### config.mk
export PLATFORM = sky130hd
export DESIGN_NAME = pwm_chan_ctrl
export DESIGN_NICKNAME = d
export VERILOG_FILES = /design/src/hw/pwm_chan_pkg.sv /design/src/hw/pwm_chan_ctrl.sv
export SDC_FILE = /design/constraint.sdc
export NUM_CORES = 1
export LEC_CHECK = 0
export BUFFER_PORTS_ARGS = -buffer_cell sky130_fd_sc_hd__buf_2
export CAP_MARGIN = 20
export CORE_UTILIZATION = 47
export CTS_BUF_LIST = sky130_fd_sc_hd__clkbuf_2
export DETAILED_ROUTE_END_ITERATION = 12
export GPL_TIMING_DRIVEN = 0
export HOLD_SLACK_MARGIN = 0.06
export PLACE_DENSITY = 0.71
export SYNTH_ARGS = -nofsm -noshare
export SYNTH_HDL_FRONTEND = slang
export SYNTH_SLANG_ARGS = --single-unit
### constraint.sdc
create_clock -name core_clk_i -period 2.98 [get_ports core_clk_i]
set_input_delay 0.596 -clock core_clk_i [delete_from_list [all_inputs] [get_ports core_clk_i]]
set_output_delay 0.596 -clock core_clk_i [all_outputs]
set_load 0.005 [all_outputs]
### src/hw/pwm_chan_pkg.sv
// Package: register map, field layout and types of the buffered PWM channel block
package pwm_chan_pkg;

  // ----------------------------------------------------------------
  // Geometry
  // ----------------------------------------------------------------
  localparam int unsigned NUM_CHAN  = 4;
  localparam int unsigned NUM_PAIR  = 2;
  localparam int unsigned CMP_W     = 16;
  localparam int unsigned ADDR_W    = 8;

  // ----------------------------------------------------------------
  // Register byte offsets
  // ----------------------------------------------------------------
  localparam logic [ADDR_W-1:0] CTRL_BASE_OFS = 8'h00;  // chan_ctrl_status 0..3, step 4
  localparam logic [ADDR_W-1:0] CTRL_STEP     = 8'h04;
  localparam logic [ADDR_W-1:0] MATCH_BASE_OFS = 8'h10; // chN_match_high, then chN_match_low
  localparam logic [ADDR_W-1:0] MATCH_STEP    = 8'h08;
  localparam logic [ADDR_W-1:0] MATCH_LOW_OFS = 8'h04;

  // ----------------------------------------------------------------
  // Control/status field positions and reset values
  // ----------------------------------------------------------------
  localparam int unsigned FLAG_BIT   = 7;
  localparam logic [7:0]  CTRL_RESET = 8'h00;
  localparam logic [CMP_W-1:0] MATCH_RESET = 16'h0000;
  localparam logic [1:0]  ACT_NONE   = 2'h0;
  localparam logic [1:0]  ACT_TOGGLE = 2'h1;
  localparam logic [1:0]  ACT_CLEAR  = 2'h2;
  localparam logic [1:0]  ACT_SET    = 2'h3;

  // Bit 7 down to bit 0 of a chan_ctrl_status register
  typedef struct packed {
    logic       chan_match_flag;
    logic       chan_irq_enable;
    logic       buffered_mode_select;
    logic       initial_level_select;
    logic [1:0] match_action;          // match_action_hi, match_action_lo
    logic       overflow_toggle_enable;
    logic       force_full_duty;
  } chan_ctrl_type;

  // Captured AHB address phase
  typedef struct packed {
    logic              valid;
    logic              write;
    logic [ADDR_W-1:0] addr;
  } ahb_phase_type;

endpackage : pwm_chan_pkg

### src/hw/pwm_chan_ctrl.sv
// Buffered PWM channel control: control registers, compare registers, pin logic, AHB-Lite slave
//
// Behaviour
// - Each channel has a read/write interrupt enable, cleared by reset.
// - Buffered-mode select exists only in channel 0 and channel 2 control.
// - Buffered pair disables odd control register and returns odd pin to GPIO.
// - Buffered select 1 enables, 0 disables buffered operation; reset clears it.
// - With action 00, initial level select 1 presets low, 0 presets high.
// - With action not 00, initial level select has no effect.
// - Action 00 disconnects the channel from its pin.
// - Buffered match action: 01 toggles, 10 drives low, 11 drives high.
// - Reset clears both action bits of every channel.
// - Overflow toggle bit toggles the pin on every counter overflow when action is not 00.
// - With overflow toggle on, overflow beats a compare in same cycle.
// - Full duty forces output high from next period until period after clear.
// - Full duty overrides pin level only; matches still set the flag.
// - Each channel holds a read/write 16-bit compare value in two bytes.
// - High byte write to active buffered channel inhibits matches until low write.
// - Writes to the inactive channel of a pair do not inhibit matches.
// - Unused compare registers remain plain read/write storage.
// - Even channel controls first; last-written channel of the pair takes over at each overflow.
// - Flag sets on match; clears on read-set then write-0, match cancels clear.
// - Compare sets pulse width, modulo sets period, overflow marks period boundary.
//
// Implementation choices: the placing of the registers and register access over AHB-Lite.
`timescale 1ns/1ps

module pwm_chan_ctrl
  import pwm_chan_pkg::*;
#(
  parameter int unsigned CHANNELS = NUM_CHAN
) (
  input  wire logic                core_clk_i,
  input  wire logic                rst_i,
  // AHB-Lite slave
  input  wire logic                hsel_i,
  input  wire logic [ADDR_W-1:0]   haddr_i,
  input  wire logic [1:0]          htrans_i,
  input  wire logic                hwrite_i,
  input  wire logic [2:0]          hsize_i,
  input  wire logic [31:0]         hwdata_i,
  input  wire logic                hready_i,
  output logic                     hreadyout_o,
  output logic                     hresp_o,
  output logic [31:0]              hrdata_o,
  // Modulo counter, same clock
  input  wire logic [CMP_W-1:0]    count_i,
  input  wire logic                count_step_i,
  input  wire logic                count_wrap_i,
  // Channel pins and requests
  output logic [CHANNELS-1:0]      chan_output_pin_o,
  output logic [CHANNELS-1:0]      chan_output_pin_oe_o,
  output logic [CHANNELS-1:0]      chan_irq_o
);

  // ----------------------------------------------------------------
  // Storage
  // ----------------------------------------------------------------
  chan_ctrl_type           ctrl_r       [CHANNELS];
  logic [CMP_W-1:0]        match_val_r  [CHANNELS];
  logic [CHANNELS-1:0]     inhibit_r;
  logic [CHANNELS-1:0]     clear_armed_r;
  logic [CHANNELS-1:0]     level_r;
  logic [CHANNELS-1:0]     full_duty_r;
  logic [CHANNELS-1:0]     pin_r;
  logic [CHANNELS-1:0]     match;
  logic [CHANNELS/2-1:0]   odd_active_r;
  logic [CHANNELS/2-1:0]   odd_last_r;
  ahb_phase_type           phase_r;
  logic                    rd_wait_r;
  logic [31:0]             hrdata_r;

  // ----------------------------------------------------------------
  // Address decode helpers
  // ----------------------------------------------------------------
  function automatic logic ctrl_hit(input logic [ADDR_W-1:0] a, input int unsigned ch);
    ctrl_hit = (a == CTRL_BASE_OFS + ADDR_W'(ch) * CTRL_STEP);
  endfunction : ctrl_hit

  function automatic logic high_hit(input logic [ADDR_W-1:0] a, input int unsigned ch);
    high_hit = (a == MATCH_BASE_OFS + ADDR_W'(ch) * MATCH_STEP);
  endfunction : high_hit

  function automatic logic low_hit(input logic [ADDR_W-1:0] a, input int unsigned ch);
    low_hit = (a == MATCH_BASE_OFS + ADDR_W'(ch) * MATCH_STEP + MATCH_LOW_OFS);
  endfunction : low_hit

  // Odd channel of a buffered pair is switched off
  function automatic logic chan_off(input int unsigned ch);
    chan_off = (ch % 2 == 1) && ctrl_r[ch-1].buffered_mode_select;
  endfunction : chan_off

  // ----------------------------------------------------------------
  // AHB-Lite slave: writes zero-wait, reads one wait state
  // ----------------------------------------------------------------
  logic accept;
  logic wr_now;
  logic rd_done;

  assign accept      = hsel_i && htrans_i[1] && hready_i;
  assign wr_now      = phase_r.valid && phase_r.write;
  assign rd_done     = rd_wait_r;
  assign hreadyout_o = !(phase_r.valid && !phase_r.write && !rd_wait_r);
  assign hresp_o     = 1'b0;
  assign hrdata_o    = hrdata_r;

  always_ff @(posedge core_clk_i) begin
    if (rst_i) begin
      phase_r <= '0;
    end else if (hreadyout_o) begin
      phase_r <= '{valid: accept, write: hwrite_i, addr: haddr_i};
    end
  end

  // Read data latched in the wait state so it sees last write's result
  always_ff @(posedge core_clk_i) begin
    if (rst_i) begin
      rd_wait_r <= 1'b0;
      hrdata_r  <= 32'h0000_0000;
    end else begin
      rd_wait_r <= phase_r.valid && !phase_r.write && !rd_wait_r;
      if (phase_r.valid && !phase_r.write && !rd_wait_r) begin
        hrdata_r <= 32'h0000_0000;   // unmapped reads as zero
        for (int unsigned c = 0; c < CHANNELS; c++) begin
          if (ctrl_hit(phase_r.addr, c) && !chan_off(c)) begin
            hrdata_r[7:0] <= ctrl_r[c];
          end
          if (high_hit(phase_r.addr, c)) begin
            hrdata_r[7:0] <= match_val_r[c][15:8];
          end
          if (low_hit(phase_r.addr, c)) begin
            hrdata_r[7:0] <= match_val_r[c][7:0];
          end
        end
      end
    end
  end

  // ----------------------------------------------------------------
  // Control registers
  // ----------------------------------------------------------------
  always_ff @(posedge core_clk_i) begin
    if (rst_i) begin
      for (int unsigned c = 0; c < CHANNELS; c++) begin
        ctrl_r[c] <= CTRL_RESET;
      end
    end else begin
      for (int unsigned c = 0; c < CHANNELS; c++) begin
        if (wr_now && ctrl_hit(phase_r.addr, c) && !chan_off(c)) begin
          ctrl_r[c].chan_irq_enable        <= hwdata_i[6];
          ctrl_r[c].buffered_mode_select   <= (c % 2 == 0) ? hwdata_i[5] : 1'b0;
          ctrl_r[c].initial_level_select   <= hwdata_i[4];
          ctrl_r[c].match_action           <= hwdata_i[3:2];
          ctrl_r[c].overflow_toggle_enable <= hwdata_i[1];
          ctrl_r[c].force_full_duty        <= hwdata_i[0];
        end
        // Set wins over a pending clear
        if (match[c]) begin
          ctrl_r[c].chan_match_flag <= 1'b1;
        end else if (wr_now && ctrl_hit(phase_r.addr, c) && !chan_off(c)
                     && !hwdata_i[FLAG_BIT] && clear_armed_r[c]) begin
          ctrl_r[c].chan_match_flag <= 1'b0;
        end
      end
    end
  end

  // Clear is armed by reading the flag set; any match disarms it
  always_ff @(posedge core_clk_i) begin
    if (rst_i) begin
      clear_armed_r <= '0;
    end else begin
      for (int unsigned c = 0; c < CHANNELS; c++) begin
        if (match[c]) begin
          clear_armed_r[c] <= 1'b0;
        end else if (rd_done && ctrl_hit(phase_r.addr, c)) begin
          clear_armed_r[c] <= ctrl_r[c].chan_match_flag;
        end else if (wr_now && ctrl_hit(phase_r.addr, c)) begin
          clear_armed_r[c] <= 1'b0;
        end
      end
    end
  end

  // ----------------------------------------------------------------
  // Compare registers and split-write inhibit
  // ----------------------------------------------------------------
  always_ff @(posedge core_clk_i) begin
    if (rst_i) begin
      for (int unsigned c = 0; c < CHANNELS; c++) begin
        match_val_r[c] <= MATCH_RESET;
      end
    end else begin
      for (int unsigned c = 0; c < CHANNELS; c++) begin
        if (wr_now && high_hit(phase_r.addr, c)) begin
          match_val_r[c][15:8] <= hwdata_i[7:0];
        end
        if (wr_now && low_hit(phase_r.addr, c)) begin
          match_val_r[c][7:0] <= hwdata_i[7:0];
        end
      end
    end
  end

  always_ff @(posedge core_clk_i) begin
    if (rst_i) begin
      inhibit_r <= '0;
    end else begin
      for (int unsigned c = 0; c < CHANNELS; c++) begin
        if (!ctrl_r[c - c % 2].buffered_mode_select || (wr_now && low_hit(phase_r.addr, c))) begin
          inhibit_r[c] <= 1'b0;
        end else if (wr_now && high_hit(phase_r.addr, c)
                     && (odd_active_r[c/2] == c[0])) begin
          inhibit_r[c] <= 1'b1;
        end
      end
    end
  end

  // ----------------------------------------------------------------
  // Buffered pair hand-over at period boundary
  // ----------------------------------------------------------------
  always_ff @(posedge core_clk_i) begin
    if (rst_i) begin
      odd_last_r   <= '0;
      odd_active_r <= '0;
    end else begin
      for (int unsigned p = 0; p < CHANNELS/2; p++) begin
        if (!ctrl_r[2*p].buffered_mode_select) begin
          odd_last_r[p]   <= 1'b0;
          odd_active_r[p] <= 1'b0;
        end else begin
          if (wr_now && low_hit(phase_r.addr, 2*p + 1)) begin
            odd_last_r[p] <= 1'b1;
          end else if (wr_now && low_hit(phase_r.addr, 2*p)) begin
            odd_last_r[p] <= 1'b0;
          end
          if (count_wrap_i) begin
            odd_active_r[p] <= odd_last_r[p];
          end
        end
      end
    end
  end

  // ----------------------------------------------------------------
  // Match detection
  // ----------------------------------------------------------------
  always_comb begin
    for (int unsigned c = 0; c < CHANNELS; c++) begin
      match[c] = 1'b0;
      if (c % 2 == 0 && ctrl_r[c].buffered_mode_select) begin
        if (odd_active_r[c/2]) begin
          match[c] = count_step_i && !inhibit_r[c+1]
                     && (count_i == match_val_r[c+1]);
        end else begin
          match[c] = count_step_i && !inhibit_r[c]
                     && (count_i == match_val_r[c]);
        end
      end else if (!chan_off(c)) begin
        match[c] = count_step_i && (count_i == match_val_r[c]);
      end
    end
  end

  // ----------------------------------------------------------------
  // Output level
  // ----------------------------------------------------------------
  always_ff @(posedge core_clk_i) begin
    if (rst_i) begin
      level_r <= '0;
    end else begin
      for (int unsigned c = 0; c < CHANNELS; c++) begin
        if (ctrl_r[c].match_action == ACT_NONE) begin
          level_r[c] <= !ctrl_r[c].initial_level_select;
        end else if (count_wrap_i && ctrl_r[c].overflow_toggle_enable) begin
          level_r[c] <= !level_r[c];
        end else if (match[c]) begin
          case (ctrl_r[c].match_action)
            ACT_TOGGLE: level_r[c] <= !level_r[c];
            ACT_CLEAR:  level_r[c] <= 1'b0;
            ACT_SET:    level_r[c] <= 1'b1;
            default:    level_r[c] <= level_r[c];
          endcase
        end
      end
    end
  end

  // Full duty follows the bit only at a period boundary
  always_ff @(posedge core_clk_i) begin
    if (rst_i) begin
      full_duty_r <= '0;
    end else begin
      for (int unsigned c = 0; c < CHANNELS; c++) begin
        if (count_wrap_i) begin
          full_duty_r[c] <= ctrl_r[c].force_full_duty;
        end
      end
    end
  end

  always_ff @(posedge core_clk_i) begin
    if (rst_i) begin
      pin_r <= '0;
    end else begin
      for (int unsigned c = 0; c < CHANNELS; c++) begin
        pin_r[c] <= full_duty_r[c] || level_r[c];
      end
    end
  end

  assign chan_output_pin_o = pin_r;

  // Pin enable: disconnected on action 00 or when pair takes odd channel
  always_comb begin
    for (int unsigned c = 0; c < CHANNELS; c++) begin
      chan_output_pin_oe_o[c] = (ctrl_r[c].match_action != ACT_NONE) && !chan_off(c);
      chan_irq_o[c]           = ctrl_r[c].chan_match_flag && ctrl_r[c].chan_irq_enable
                                && !chan_off(c);
    end
  end

endmodule : pwm_chan_ctrl

== Word level (Yosys, flattened, before mapping) ==
Memories as Yosys holds them, arrays and structs flattened.
Index checks and enable logic that the tools add are counted.

* Output and inout port bits: 46
* Memories: 2
* Register bits after elaboration: 43
* Bits in writable memories: 96

* Mux-type cells: 152
* Equal/unequal tests: 27
* Bitwise gates (word level): 44
* Reduce and logical (&&, ||, !) cells: 124

{| class="wikitable"
|+ Memories
! memory !! words !! bits a word !! rd ports !! clocked after Yosys merged registers in !! wr ports !! RTL line !! text
|-
| match_val_r || 4 || 16 || 4 || 0 || 4 || pwm_chan_ctrl.sv:60 || <nowiki>logic [CMP_W-1:0] match_val_r [CHANNELS];</nowiki>
|-
| ctrl_r || 4 || 8 || 4 || 0 || 4 || pwm_chan_ctrl.sv:59 || <nowiki>chan_ctrl_type ctrl_r [CHANNELS];</nowiki>
|}

{| class="wikitable"
|+ Operators with widths
! cell !! number
|-
| 8-bit two-way mux || 20
|-
| 1-bit two-way mux || 124
|-
| 16-bit == test || 4
|-
| 1-bit logical AND || 61
|-
| 1-bit OR || 40
|-
| 8-bit by 5-bit == test with 1-bit output (second input constant) || 4
|-
| 8-bit by 6-bit == test with 1-bit output (second input constant) || 4
|-
| 2-bit nonzero test || 10
|-
| 5-bit nonzero test || 4
|-
| 2-bit OR reduction || 10
|-
| 1-bit zero test || 18
|-
| 2-bit == test (second input constant) || 8
|-
| 8-bit by 4-bit == test with 1-bit output (second input constant) || 2
|-
| 1-bit one-hot mux with 3 select lines || 4
|-
| 3-bit nonzero test || 4
|-
| 2-bit by 1-bit == test with 1-bit output (second input constant) || 4
|-
| 8-bit by 3-bit == test with 1-bit output (second input constant) || 1
|-
| 2-bit zero test || 4
|-
| 8-bit zero test || 1
|-
| 1-bit logical OR || 8
|-
| 2-bit two-way mux || 4
|-
| 2-bit AND reduction || 4
|-
| 1-bit inverter || 4
|}

== Depth between registers and ports, before layout ==
Gate-level depths: netlist of the first run.

* Word-level depth: 13
* Depth in mapped cells: 9
* Depth with buffers taken out: 7

== Worst setup path before layout of the first run ==
Ideal clock, no wire load.

* Kind: input to register
* Start: in count_i[13]
* End: mem ctrl_r[0][7] (netlist bit), enable pin
* Buffers on the path: 1
* Slack: 0.739 ns
* Data required time: 2.686 ns
* Arrival time: 1.947 ns
* Stages on the path: 7
* Cells stage by stage: clkbuf_1 xnor2_1 nand2_1 or3b_2 nor4_1 a21o_1 a311o_1

{| class="wikitable"
|+ RTL lines
! what !! RTL line !! text
|-
| from (decl) || pwm_chan_ctrl.sv:47 || <nowiki>input wire logic [CMP_W-1:0] count_i,</nowiki>
|-
| to (decl) || pwm_chan_ctrl.sv:59 ||
|}

== Worst setup path in the final report of the first run ==
* Start: reg phase_r[1] (netlist bit)
* End: reg hrdata_r[0], in the netlist hrdata_o[0]

* Word-level cells in the longest chain between the ends: 13
* Elaborated cells between the ends (all ways): 26
* Classes of those cells: 11 x eq/ne; 12 x mux; 3 x reduce/logical

{| class="wikitable"
|+ Ends and longest elaborated chain
! what !! RTL line !! text
|-
| from (decl) || pwm_chan_ctrl.sv:69 || <nowiki>ahb_phase_type phase_r;</nowiki>
|-
| from (signal assigned) || pwm_chan_ctrl.sv:111 || <nowiki>phase_r <= '{valid: accept, write: hwrite_i, addr: haddr_i};</nowiki>
|-
| 8-bit zero test || pwm_chan_ctrl.sv:77 || <nowiki>ctrl_hit = (a == CTRL_BASE_OFS + ADDR_W'(ch) * CTRL_STEP);</nowiki>
|-
| 8-bit two-way mux || pwm_chan_ctrl.sv:125 || <nowiki>if (ctrl_hit(phase_r.addr, c) && !chan_off(c)) begin</nowiki>
|-
| 8-bit two-way mux || pwm_chan_ctrl.sv:128 || <nowiki>if (high_hit(phase_r.addr, c)) begin</nowiki>
|-
| 8-bit two-way mux || pwm_chan_ctrl.sv:131 || <nowiki>if (low_hit(phase_r.addr, c)) begin</nowiki>
|-
| 8-bit two-way mux || pwm_chan_ctrl.sv:125 ||
|-
| 8-bit two-way mux || pwm_chan_ctrl.sv:128 ||
|-
| 8-bit two-way mux || pwm_chan_ctrl.sv:131 ||
|-
| 8-bit two-way mux || pwm_chan_ctrl.sv:125 ||
|-
| 8-bit two-way mux || pwm_chan_ctrl.sv:128 ||
|-
| 8-bit two-way mux || pwm_chan_ctrl.sv:131 ||
|-
| 8-bit two-way mux || pwm_chan_ctrl.sv:125 ||
|-
| 8-bit two-way mux || pwm_chan_ctrl.sv:128 ||
|-
| 8-bit two-way mux (*) || pwm_chan_ctrl.sv:131 ||
|-
| to (signal assigned) || pwm_chan_ctrl.sv:126 || <nowiki>hrdata_r[7:0] <= ctrl_r[c];</nowiki>
|-
| to (signal assigned) || pwm_chan_ctrl.sv:129 || <nowiki>hrdata_r[7:0] <= match_val_r[c][15:8];</nowiki>
|-
| to (signal assigned) || pwm_chan_ctrl.sv:132 || <nowiki>hrdata_r[7:0] <= match_val_r[c][7:0];</nowiki>
|-
| to (decl) || pwm_chan_ctrl.sv:71 || <nowiki>logic [31:0] hrdata_r;</nowiki>
|}

Mark *: on every way between the ends. The rest lies on a longest branch, timed or not.
A chain may end at the register's enable or synchronous reset.

==> summary.txt, run 1 <==
Run status
  • Run status: complete, no violations

Floorplanning
  • Boundary pin count: 114
  • Die span in y: 131 um
  • Row Count: 46
  • Full die area: 0.0171 mm2
  • Initial standard-cell utilization of the core: 48.5%
  • Die width: 131 um
  • Core Box Area: 0.0161 mm2

Drt
  • Violation count after the first detailed-routing iteration: 905
  • DR WL/cell: 24.5 um
  • Count of nets left with antenna violations after detail routing: 0
  • Via count: 6,955
  • TritonRoute pass-1 iters: 8
  • DRT Wirelength: 27,700 um
  • Routed vias/inst: 6.16
  • Drc violations: 0

Pwr
  • Portion of total power attributed to the clock network: 27.4%
  • Switching Fraction: 31.1%
  • Internal portion of total power: 0.00260 W
  • Sequential Power Share: 57.3%
  • Power density over the cells: 433 mW/mm2
  • Max IR drop VDD: 0.293 mV
  • Leakage power of the design: 3.38 nW
  • Switching power total: 0.00117 W
  • Relative contribution of combinational cells to total power: 15.2%
  • Post-layout power: 0.00377 W

Setup path
  • Worst Path Class, Setup: register to register
  • Kind of start point of the critical path: register
  • Delay of the slowest cell on the worst path: 0.71 ns
  • Cells along the critical path: or3b_1 -> clkbuf_1 -> nor2_1 -> nand2_1 -> nand2_1 -> a2111oi_0 -> o31ai_1
  • Crit end category: register
  • Dominant cell type by count on the critical path: sky130_fd_sc_hd__nand2_1
  • Count of buffering cells on the critical path with inverters included: 1
  • Slowest CP cell: sky130_fd_sc_hd__a2111oi_0
  • Required time of the critical path: 3.62 ns
  • Cell family with the largest share of critical-path delay: simple AND/OR/NAND/NOR gates
  • Critical-path maximum fanout: 10
  • Worst EP arrival: 3.55 ns

Timing
  • Worst hold-check slack: 0.104 ns
  • Final Hold Violating Endpoints: 0
  • Achievable frequency: 343 MHz
  • Clock Skews: 0.0470 ns
  • Final setup violation count: 0
  • Setup Total Neg Slack: 0 ns
  • Final max-slew violation count: 0
  • RSZ-0062 raised after global routing: no
  • Part of the cycle the worst path needs: 97.9%
  • Least-Margin Pin Slew: 1.07 ns
  • Slew headroom: 27.8%
  • Post-layout minimum cycle time: 2.92 ns
  • Setup slack after layout: 0.0633 ns

Clock network
  • TritonCTS clock tree: done
  • Max H-tree Level: 4
  • Clock Pin Slew Worst Setup and Hold Paths: 0.22 ns
  • Inserted Clock Buffers: 17
  • Worst skew pair latency: 0.76 ns
  • Total clock sinks: 137
  • Buffers from clock root to sink, at most: 2
  • CTS Root Cell: sky130_fd_sc_hd__clkbuf_2

GRT
  • Overall overflow remaining after global route: 0
  • Global-route wire length before repair: 39,900 um
  • Initial antenna violation count: 1
  • Largest net degree at the start of global routing: 17
  • Total Routing Usage GR: 33.7%
  • Via count of the first global-routing pass: 6,366

Synthesis
  • Most used standard cell by instance count after synthesis: sky130_fd_sc_hd__edfxtp_1
  • Proportion of netlist area held by the largest area contributor: 36.2%
  • Area contributors post-synth: sky130_fd_sc_hd__edfxtp_1 36%, sky130_fd_sc_hd__dfxtp_1 11%, sky130_fd_sc_hd__xnor2_1 4.9%, sky130_fd_sc_hd__and2_1 4.4%, sky130_fd_sc_hd__and3_1 3.6%
  • Leading cell types by count after synthesis: 94 x sky130_fd_sc_hd__edfxtp_1, 64 x sky130_fd_sc_hd__nand2_1, 60 x sky130_fd_sc_hd__nor2_1
  • #FFs+latches synth: 137
  • Number of flops mapped to enable cells by yosys: 94
  • Dominant synthesized flop cell: sky130_fd_sc_hd__edfxtp_1
  • Dominant cell type by area after synthesis: sky130_fd_sc_hd__edfxtp_1
  • Cell area after synthesis: 0.00779 mm2
  • Synth Warn #: 0
  • Fraction of the yosys area taken by sequential cells: 47.3%
  • Mapped Avg Cell Area: 9.79 um2
  • Distinct cell type count of the synthesized netlist: 71
  • Synthesized instance count: 796
  • Ys async rst share: 0%

Placed design
  • Placed cell areas: 0.00840 mm2
  • Place WS: 0.199 ns
  • HPWL Detailed: 20,500 um
  • Weighted congestion at the end of routability-driven global placement: 1.05
  • Port bufs: 49

Job
  • # Max-Cap Violations: 0

Final layout
  • Layout cells sized above 1: 16.4%
  • Number of nets in the layout: 967
  • Growth of design area from synthesis to finish: 11.8%
  • Final design instance area without fill: 0.00872 mm2

Min path
  • Hold crit path type: input pin to register
==> logic make-up after synthesis <==
logic type | after synthesis | synth area share, %
compound gates | 144 | 12.9
xor+xnor | 64 | 7.19
buf+inv | 92 | 5.97
flops | 137 | 47.3
mux | 17 | 2.18
other cells | 1 | 0.0481
simple gates | 341 | 24.5
==> cells in the final DEF, fill, tap and decap left out, drive strengths merged, types with 25 or more instances in the layout <==
cell type / count
edfxtp: 94
nand2: 64
nor2: 61
nor3: 29
clkbuf: 56
conb: 25
buf: 95
and2: 55
dfxtp: 43
xnor2: 44
a21oi: 38
and3: 45
==> state kept, by name, summed over array words and instances, names as in the netlist <==
signal	cells
match_val_r	64
ctrl_r	30
phase_r	10
hrdata_o	8
chan_output_pin_o	4
clear_armed_r	4
full_duty_r	4
inhibit_r	4
level_r	4
odd_active_r	2
odd_last_r	2
rd_done	1
==> power by group through the flow <==
stage	clock network, W	registers [W]	logic, W
final	0.00103	0.00216	0.000575
after global routing	0.00111	0.00217	0.000613
after CTS	0.00103	0.00216	0.000552
after detailed placement	0	0.00220	0.000541
after global placement	0	0.00220	0.000541
after floorplan	0	0.00217	0.000362
==> worst register-to-register path, delay by kind of cell, from the launching register on <==
family	cells	cell delay, ns
buffers and inverters	1	0.48
and+or+nand+nor	4	0.92
AOI/OAI and AO/OA	2	0.89
DFF	1	0.54
==> routing by layer <==
| layer | wire length, um | global-route usage [%] | vias to the layer above | share of wire, % |
|---|---|---|---|---|
| met4 | 1650 | 20.6 | 0 | 6.0 |
| met3 | 2680 | 7.04 | 107 | 9.7 |
| met2 | 12200 | 50.7 | 474 | 44 |
| li1 | - | - | 3055 | - |
| met5 | 0 | 0 | - | 0 |
| met1 | 11100 | 44.6 | 3319 | 40 |
==> worst paths after layout <==
kind	endpoint	slack, ns	start	depth (start not counted)
min	phase_r[9]$_SDFFE_PP0N_	0.10	htrans_i[1]	3
max	hrdata_o[0]$_SDFFE_PP0P_	0.06	phase_r[1]$_SDFFE_PP0N_	7
max reg2reg	hrdata_o[0]$_SDFFE_PP0P_	0.06	phase_r[1]$_SDFFE_PP0N_	7
min reg2reg	hrdata_o[5]$_SDFFE_PP0P_	0.46	hrdata_o[5]$_SDFFE_PP0P_	2
==> through the flow <==
stage	util (%)	std cells
global placement	52.3	1085
CTS	54.1	1125
global route	54.3	1129
finish	54.3	1129
detailed placement	52.3	1085
floorplan	-	820
==> final cells by class <==
type	instances	area, um2
tap	216	270
buffer	81	424
antenna	1	2.50
clock buffer	19	95.1
sequential	137	3680
fill	1438	7340
inverter	11	42.5
clock inverter	13	103
timing repair buffer	60	350
multi-input combinational	591	3750
==> repair_timing <==
action                                 4_1_cts  5_1_grt
buffers inserted                             0        2
setup endpoints to repair                    1        1
endpoints found under the hold margin        8        1
hold buffers                                 8        1
resized for setup                            3        0
pin swaps                                    0        1
No activity file was read; power rests on OpenSTA's default activity.
==> inputs of run 2 (changes only) <==
Settings changed: CTS_BUF_LIST sky130_fd_sc_hd__clkbuf_2 to not set.
==> summary.txt, run 2 (synthesis results as in run 1) <==
Final layout
  • Final standard cell utilization of the core: 55.8%
  • Largest registers in the final layout: match_val_r x64, ctrl_r x30, phase_r x10
  • Number of nets in the layout: 956
  • # diodes: 0
  • Register containing the most flip-flops in the final layout: match_val_r
  • Layout cells sized above 1: 16.2%
  • Number of flip-flops in the largest register: 64
  • Growth of design area from synthesis to finish: 14.9%
  • Highest-count cells in the layout ignoring fill and taps: 94 x sky130_fd_sc_hd__edfxtp_1, 64 x sky130_fd_sc_hd__nand2_1, 60 x sky130_fd_sc_hd__buf_2, 60 x sky130_fd_sc_hd__nor2_1, 55 x sky130_fd_sc_hd__and2_1
  • FILL cells: 1,397
  • Most common cell after layout, fill and taps aside: sky130_fd_sc_hd__edfxtp_1
  • Post-route insts no fill: 1,117

Timing
  • Final max-slew violation count: 0
  • Part of the cycle the worst path needs: 99.5%
  • Setup Total Neg Slack: 0 ns
  • Final Hold Violating Endpoints: 0
  • Clock Skews: 0.00675 ns
  • Post-layout minimum cycle time: 2.97 ns
  • Least-Margin Pin Slew: 1.02 ns
  • Worst hold-check slack: 0.405 ns
  • Final setup violation count: 0
  • Slew headroom: 31.2%
  • Achievable frequency: 337 MHz
  • RSZ-0062 raised after global routing: no

Clock network
  • Inserted Clock Buffers: 17
  • CTS Root Cell: sky130_fd_sc_hd__clkbuf_16
  • Total clock sinks: 137
  • Clock Pin Slew Worst Setup and Hold Paths: 0.06 ns
  • Post-CTS repair timing setup buffer count: 0
  • Buffers from clock root to sink, at most: 2
  • Max H-tree Level: 4
  • TritonCTS clock tree: done
  • Hold_buf cts: 0
  • Worst skew pair latency: 0.43 ns

Pwr
  • Portion of total power attributed to the clock network: 42.4%
  • Post-layout power: 0.00473 W
  • Max IR drop VDD: 0.400 mV
  • Switching power total: 0.00129 W
  • Relative contribution of combinational cells to total power: 11.9%
  • Switching Fraction: 27.2%
  • Internal portion of total power: 0.00345 W
  • Power density over the cells: 529 mW/mm2
  • Sequential Power Share: 45.7%
  • Leakage power of the design: 3.48 nW

Drt
  • Via count: 6,906
  • Count of nets left with antenna violations after detail routing: 0
  • DRT Wirelength: 27,700 um
  • Routed vias/inst: 6.18
  • Violation count after the first detailed-routing iteration: 802
  • DR WL/cell: 24.8 um
  • Drc violations: 0
  • TritonRoute pass-1 iters: 7

GRT
  • Overall overflow remaining after global route: 0
  • Global-route wire length before repair: 40,100 um
  • Initial antenna violation count: 0
  • Total Routing Usage GR: 33.7%
  • Largest net degree at the start of global routing: 17
  • Via count of the first global-routing pass: 6,324

Min path
  • Hold crit path type: input pin to register

Setup path
  • Worst Path Class, Setup: register to register
  • Kind of start point of the critical path: register
  • Worst EP arrival: 3.25 ns
  • Critical-path maximum fanout: 10
  • Required time of the critical path: 3.26 ns
  • Crit end category: register

Placed design
  • Weighted congestion at the end of routability-driven global placement: 1.05
  • HPWL Detailed: 20,500 um
  • Port bufs: 49
  • Instance count after placement with tap cells included: 1,085

Run status
  • Run status: complete, no violations

Floorplanning
  • Die span in y: 131 um
  • Row Count: 46
  • Core Box Area: 0.0161 mm2
  • Die width: 131 um
  • Boundary pin count: 114
  • Full die area: 0.0171 mm2
  • Initial standard-cell utilization of the core: 48.5%

Job
  • # Max-Cap Violations: 0
run 2: final cells by class:
type	instances	area [um2]	share of cell area (%)
Inverter	11	41.3	0.461
Buffer	81	424	4.74
Timing Repair Buffer	49	245	2.74
Tap cell	216	270	3.02
Clock inverter	10	65.1	0.727
Sequential cell	137	3680	41.1
Clock buffer	22	485	5.42
Multi-Input combinational cell	591	3740	41.8
run 2: what timing repair did:
action,in CTS,in global routing
resized for setup,1,0
endpoints found under the hold margin,0,0
endpoints found under the setup margin,1,0
run 2: routing by layer:
layer | part of all wire, % | up-vias | track usage (%)
met5 | 0 | - | 0
met4 | 6.3 | 0 | 21.7
met3 | 9.0 | 105 | 5.94
met2 | 44 | 423 | 50.3
met1 | 41 | 3346 | 45.3
li1 | - | 3032 | -
run 2: path summary, 6_finish.rpt:
check                                                 to  slack [ns]                startpoint  cells after the start
worst max-delay path            hrdata_o[0]$_SDFFE_PP0P_        0.01   phase_r[1]$_SDFFE_PP0N_                      7
worst min-delay path             phase_r[4]$_SDFFE_PP0N_        0.40                haddr_i[4]                      3
worst max register to register  hrdata_o[0]$_SDFFE_PP0P_        0.01   phase_r[1]$_SDFFE_PP0N_                      7
worst min register to register  hrdata_o[5]$_SDFFE_PP0P_        0.45  hrdata_o[5]$_SDFFE_PP0P_                      2
run 2: worst max-delay path, stage by stage (launching register included):
cell                        delay (ns)
sky130_fd_sc_hd__dfxtp_1          0.49
sky130_fd_sc_hd__or3b_1           0.29
sky130_fd_sc_hd__clkbuf_1         0.49
sky130_fd_sc_hd__nor2_1           0.24
sky130_fd_sc_hd__nand2_1          0.27
sky130_fd_sc_hd__nand2_1          0.10
sky130_fd_sc_hd__a2111oi_0        0.74
sky130_fd_sc_hd__o31ai_1          0.19
run 2: through the flow:
| stage | worst slack, ns | cell area, um2 |
|---|---|---|
| 6_report | 0.0141 | 8950 |
| 5_1_grt | 0.0516 | 8950 |
| 4_1_cts | 0.222 | 8950 |
| 3_5_place_dp | 0.199 | 8400 |
| 2_1_floorplan | 0.739 | 7880 |
| 3_3_place_gp | 0.185 | 8400 |
run 2: power groups by stage:
stage	registers, W	logic [W]	clock network [W]
5_1_grt	0.00217	0.000600	0.00207
3_5_place_dp	0.00220	0.000541	0
6_report	0.00216	0.000563	0.00201
3_3_place_gp	0.00220	0.000541	0
4_1_cts	0.00216	0.000544	0.00200
2_1_floorplan	0.00217	0.000362	0
==> inputs of run 3 (changes only) <==
Clock period 2.98 ns to 2.75 ns, I/O delays scaled along.
==> summary.txt, run 3 (synthesis results as in run 1) <==
Floorplanning
  • Initial standard-cell utilization of the core: 48.5%
  • Boundary pin count: 114
  • Row Count: 46
  • Die width: 131 um
  • Core Box Area: 0.0161 mm2
  • Full die area: 0.0171 mm2
  • Die span in y: 131 um

Drt
  • Via count: 6,949
  • DR WL/cell: 24.8 um
  • DRT Wirelength: 27,700 um
  • Drc violations: 0
  • Routed vias/inst: 6.22
  • Violation count after the first detailed-routing iteration: 808
  • Count of nets left with antenna violations after detail routing: 0
  • TritonRoute pass-1 iters: 6

Timing
  • Least-Margin Pin Slew: 1.09 ns
  • Clock Skews: 0.00707 ns
  • Final max-slew violation count: 0
  • Part of the cycle the worst path needs: 98.1%
  • Final Hold Violating Endpoints: 0
  • Worst hold-check slack: 0.359 ns
  • Post-layout minimum cycle time: 2.70 ns
  • Slew headroom: 26.7%
  • Final setup violation count: 0
  • RSZ-0062 raised after global routing: no
  • Achievable frequency: 371 MHz
  • Setup Total Neg Slack: 0 ns

Final layout
  • Sequential cell area: 0.00368 mm2
  • Growth of design area from synthesis to finish: 15.1%
  • Highest-count cells in the layout ignoring fill and taps: 94 x sky130_fd_sc_hd__edfxtp_1, 64 x sky130_fd_sc_hd__nand2_1, 60 x sky130_fd_sc_hd__buf_2
  • Post-route insts no fill: 1,117
  • Multi-input logic area: 0.00375 mm2
  • Final design instance area without fill: 0.00897 mm2
  • Number of flip-flops in the largest register: 64
  • Register containing the most flip-flops in the final layout: match_val_r
  • # diodes: 0
  • FILL cells: 1,397
  • Layout cells sized above 1: 16.6%
  • Most common cell after layout, fill and taps aside: sky130_fd_sc_hd__edfxtp_1
  • Number of nets in the layout: 956
  • Largest registers in the final layout: match_val_r x64, ctrl_r x30, phase_r x10

Setup path
  • Worst R2R Setup Slack: 0.05 ns
  • Crit end category: register
  • Length in cells of the worst reg-to-reg path: 8
  • Kind of start point of the critical path: register
  • Worst Path Class, Setup: register to register
  • End point of the critical path: hrdata_o[0]$_SDFFE_PP0P_
  • Crit Reg-Reg Endpoint: hrdata_o[0]$_SDFFE_PP0P_
  • Start point of the critical path: phase_r[2]$_SDFFE_PP0N_
  • Worst EP arrival: 2.98 ns
  • Critical-path maximum fanout: 10
  • Source of the worst register-to-register timing path: phase_r[2]$_SDFFE_PP0N_
  • Required time of the critical path: 3.04 ns

Placed design
  • Weighted congestion at the end of routability-driven global placement: 1.05
  • Placed cell areas: 0.00840 mm2
  • Instance count after placement with tap cells included: 1,085
  • Port bufs: 49
  • HPWL Detailed: 20,500 um

Job
  • # Max-Cap Violations: 0

GRT
  • Total Routing Usage GR: 33.7%
  • Largest net degree at the start of global routing: 17
  • Initial antenna violation count: 0
  • Overall overflow remaining after global route: 0
  • Via count of the first global-routing pass: 6,324
  • Global-route wire length before repair: 40,100 um

Min path
  • Worst hold path cell count: 3
  • Hold crit path type: input pin to register

Clock network
  • CTS Root Cell: sky130_fd_sc_hd__clkbuf_16
  • Clock Pin Slew Worst Setup and Hold Paths: 0.06 ns
  • TritonCTS clock tree: done
  • Max H-tree Level: 4
  • Buffers from clock root to sink, at most: 2
  • Total clock sinks: 137
  • Worst skew pair latency: 0.43 ns
  • Inserted Clock Buffers: 17

Run status
  • Run status: complete, no violations

Pwr
  • Post-layout power: 0.00513 W
  • Power density over the cells: 572 mW/mm2
  • Max IR drop VDD: 0.432 mV
  • Leakage power of the design: 3.48 nW
[run 3: cell types whose count changed in the layout (fill, tap and decap cells not counted), sizes merged]
cell | before | now
clkinv | 6 | 5
inv | 13 | 14
[run 3: metrics by stage]
stage	setup slack [ns]	utilization, %
floorplan	0.555	-
global placement	-0.0449	52.3
detailed placement	-0.0311	52.3
CTS	0.0382	55.8
global route	0.00513	55.9
finish	0.0522	55.9
[run 3: how the worst min path moves through the flow]
stage / start / endpoint / slack (ns)
after floorplan: full_duty_r[0]$_SDFFE_PP0P_ / chan_output_pin_o[0]$_SDFF_PP0_ / 0.43
after global placement: hrdata_o[5]$_SDFFE_PP0P_ / hrdata_o[5]$_SDFFE_PP0P_ / 0.43
after detailed placement: hrdata_o[5]$_SDFFE_PP0P_ / hrdata_o[5]$_SDFFE_PP0P_ / 0.44
after CTS: haddr_i[4] / phase_r[4]$_SDFFE_PP0N_ / 0.35
after global routing: haddr_i[3] / phase_r[3]$_SDFFE_PP0N_ / 0.37
final: haddr_i[4] / phase_r[4]$_SDFFE_PP0N_ / 0.36
[run 3: cell type report]
| class | instances | share of cell area (%) |
|---|---|---|
| multi-input combinational | 591 | 41.8 |
| clock inverter | 10 | 0.725 |
| buffer | 81 | 4.74 |
| sequential | 137 | 41.1 |
| inverter | 11 | 0.460 |
| tap | 216 | 3.01 |
| timing repair buffer | 49 | 2.73 |
| clock buffer | 22 | 5.41 |
[run 3: worst max-delay path, cell delays in order, from the launching register on]
cell	delay [ns]
sky130_fd_sc_hd__dfxtp_1	0.32
sky130_fd_sc_hd__buf_2	0.19
sky130_fd_sc_hd__inv_1	0.14
sky130_fd_sc_hd__buf_1	0.52
sky130_fd_sc_hd__nor2_2	0.18
sky130_fd_sc_hd__nand2_1	0.27
sky130_fd_sc_hd__nand2_1	0.12
sky130_fd_sc_hd__a2111oi_1	0.62
sky130_fd_sc_hd__o31ai_1	0.18
[run 3: layer usage]
layer,vias up,share of wire [%],GRT usage (%)
met4,0,6.3,21.7
met2,478,44,50.3
met1,3341,40,45.3
li1,3030,-,-
met5,-,0,0
met3,100,9.4,5.94
[run 3: power breakdown]
| group | switching, W | leakage, nW | internal (W) |
|---|---|---|---|
| Clock | 0.000915 | 0.272 | 0.00125 |
| Sequential | 0.0000766 | 1.32 | 0.00227 |
| Combinational | 0.000400 | 1.89 | 0.000215 |
| Total | 0.00139 | 3.48 | 0.00374 |
[run 3: timing repair]
item / CTS / global route
hold buffers: 0 / 0
endpoints found under the setup margin: 4 / 22
resized for setup: 1 / 8
setup buffers: 0 / 0
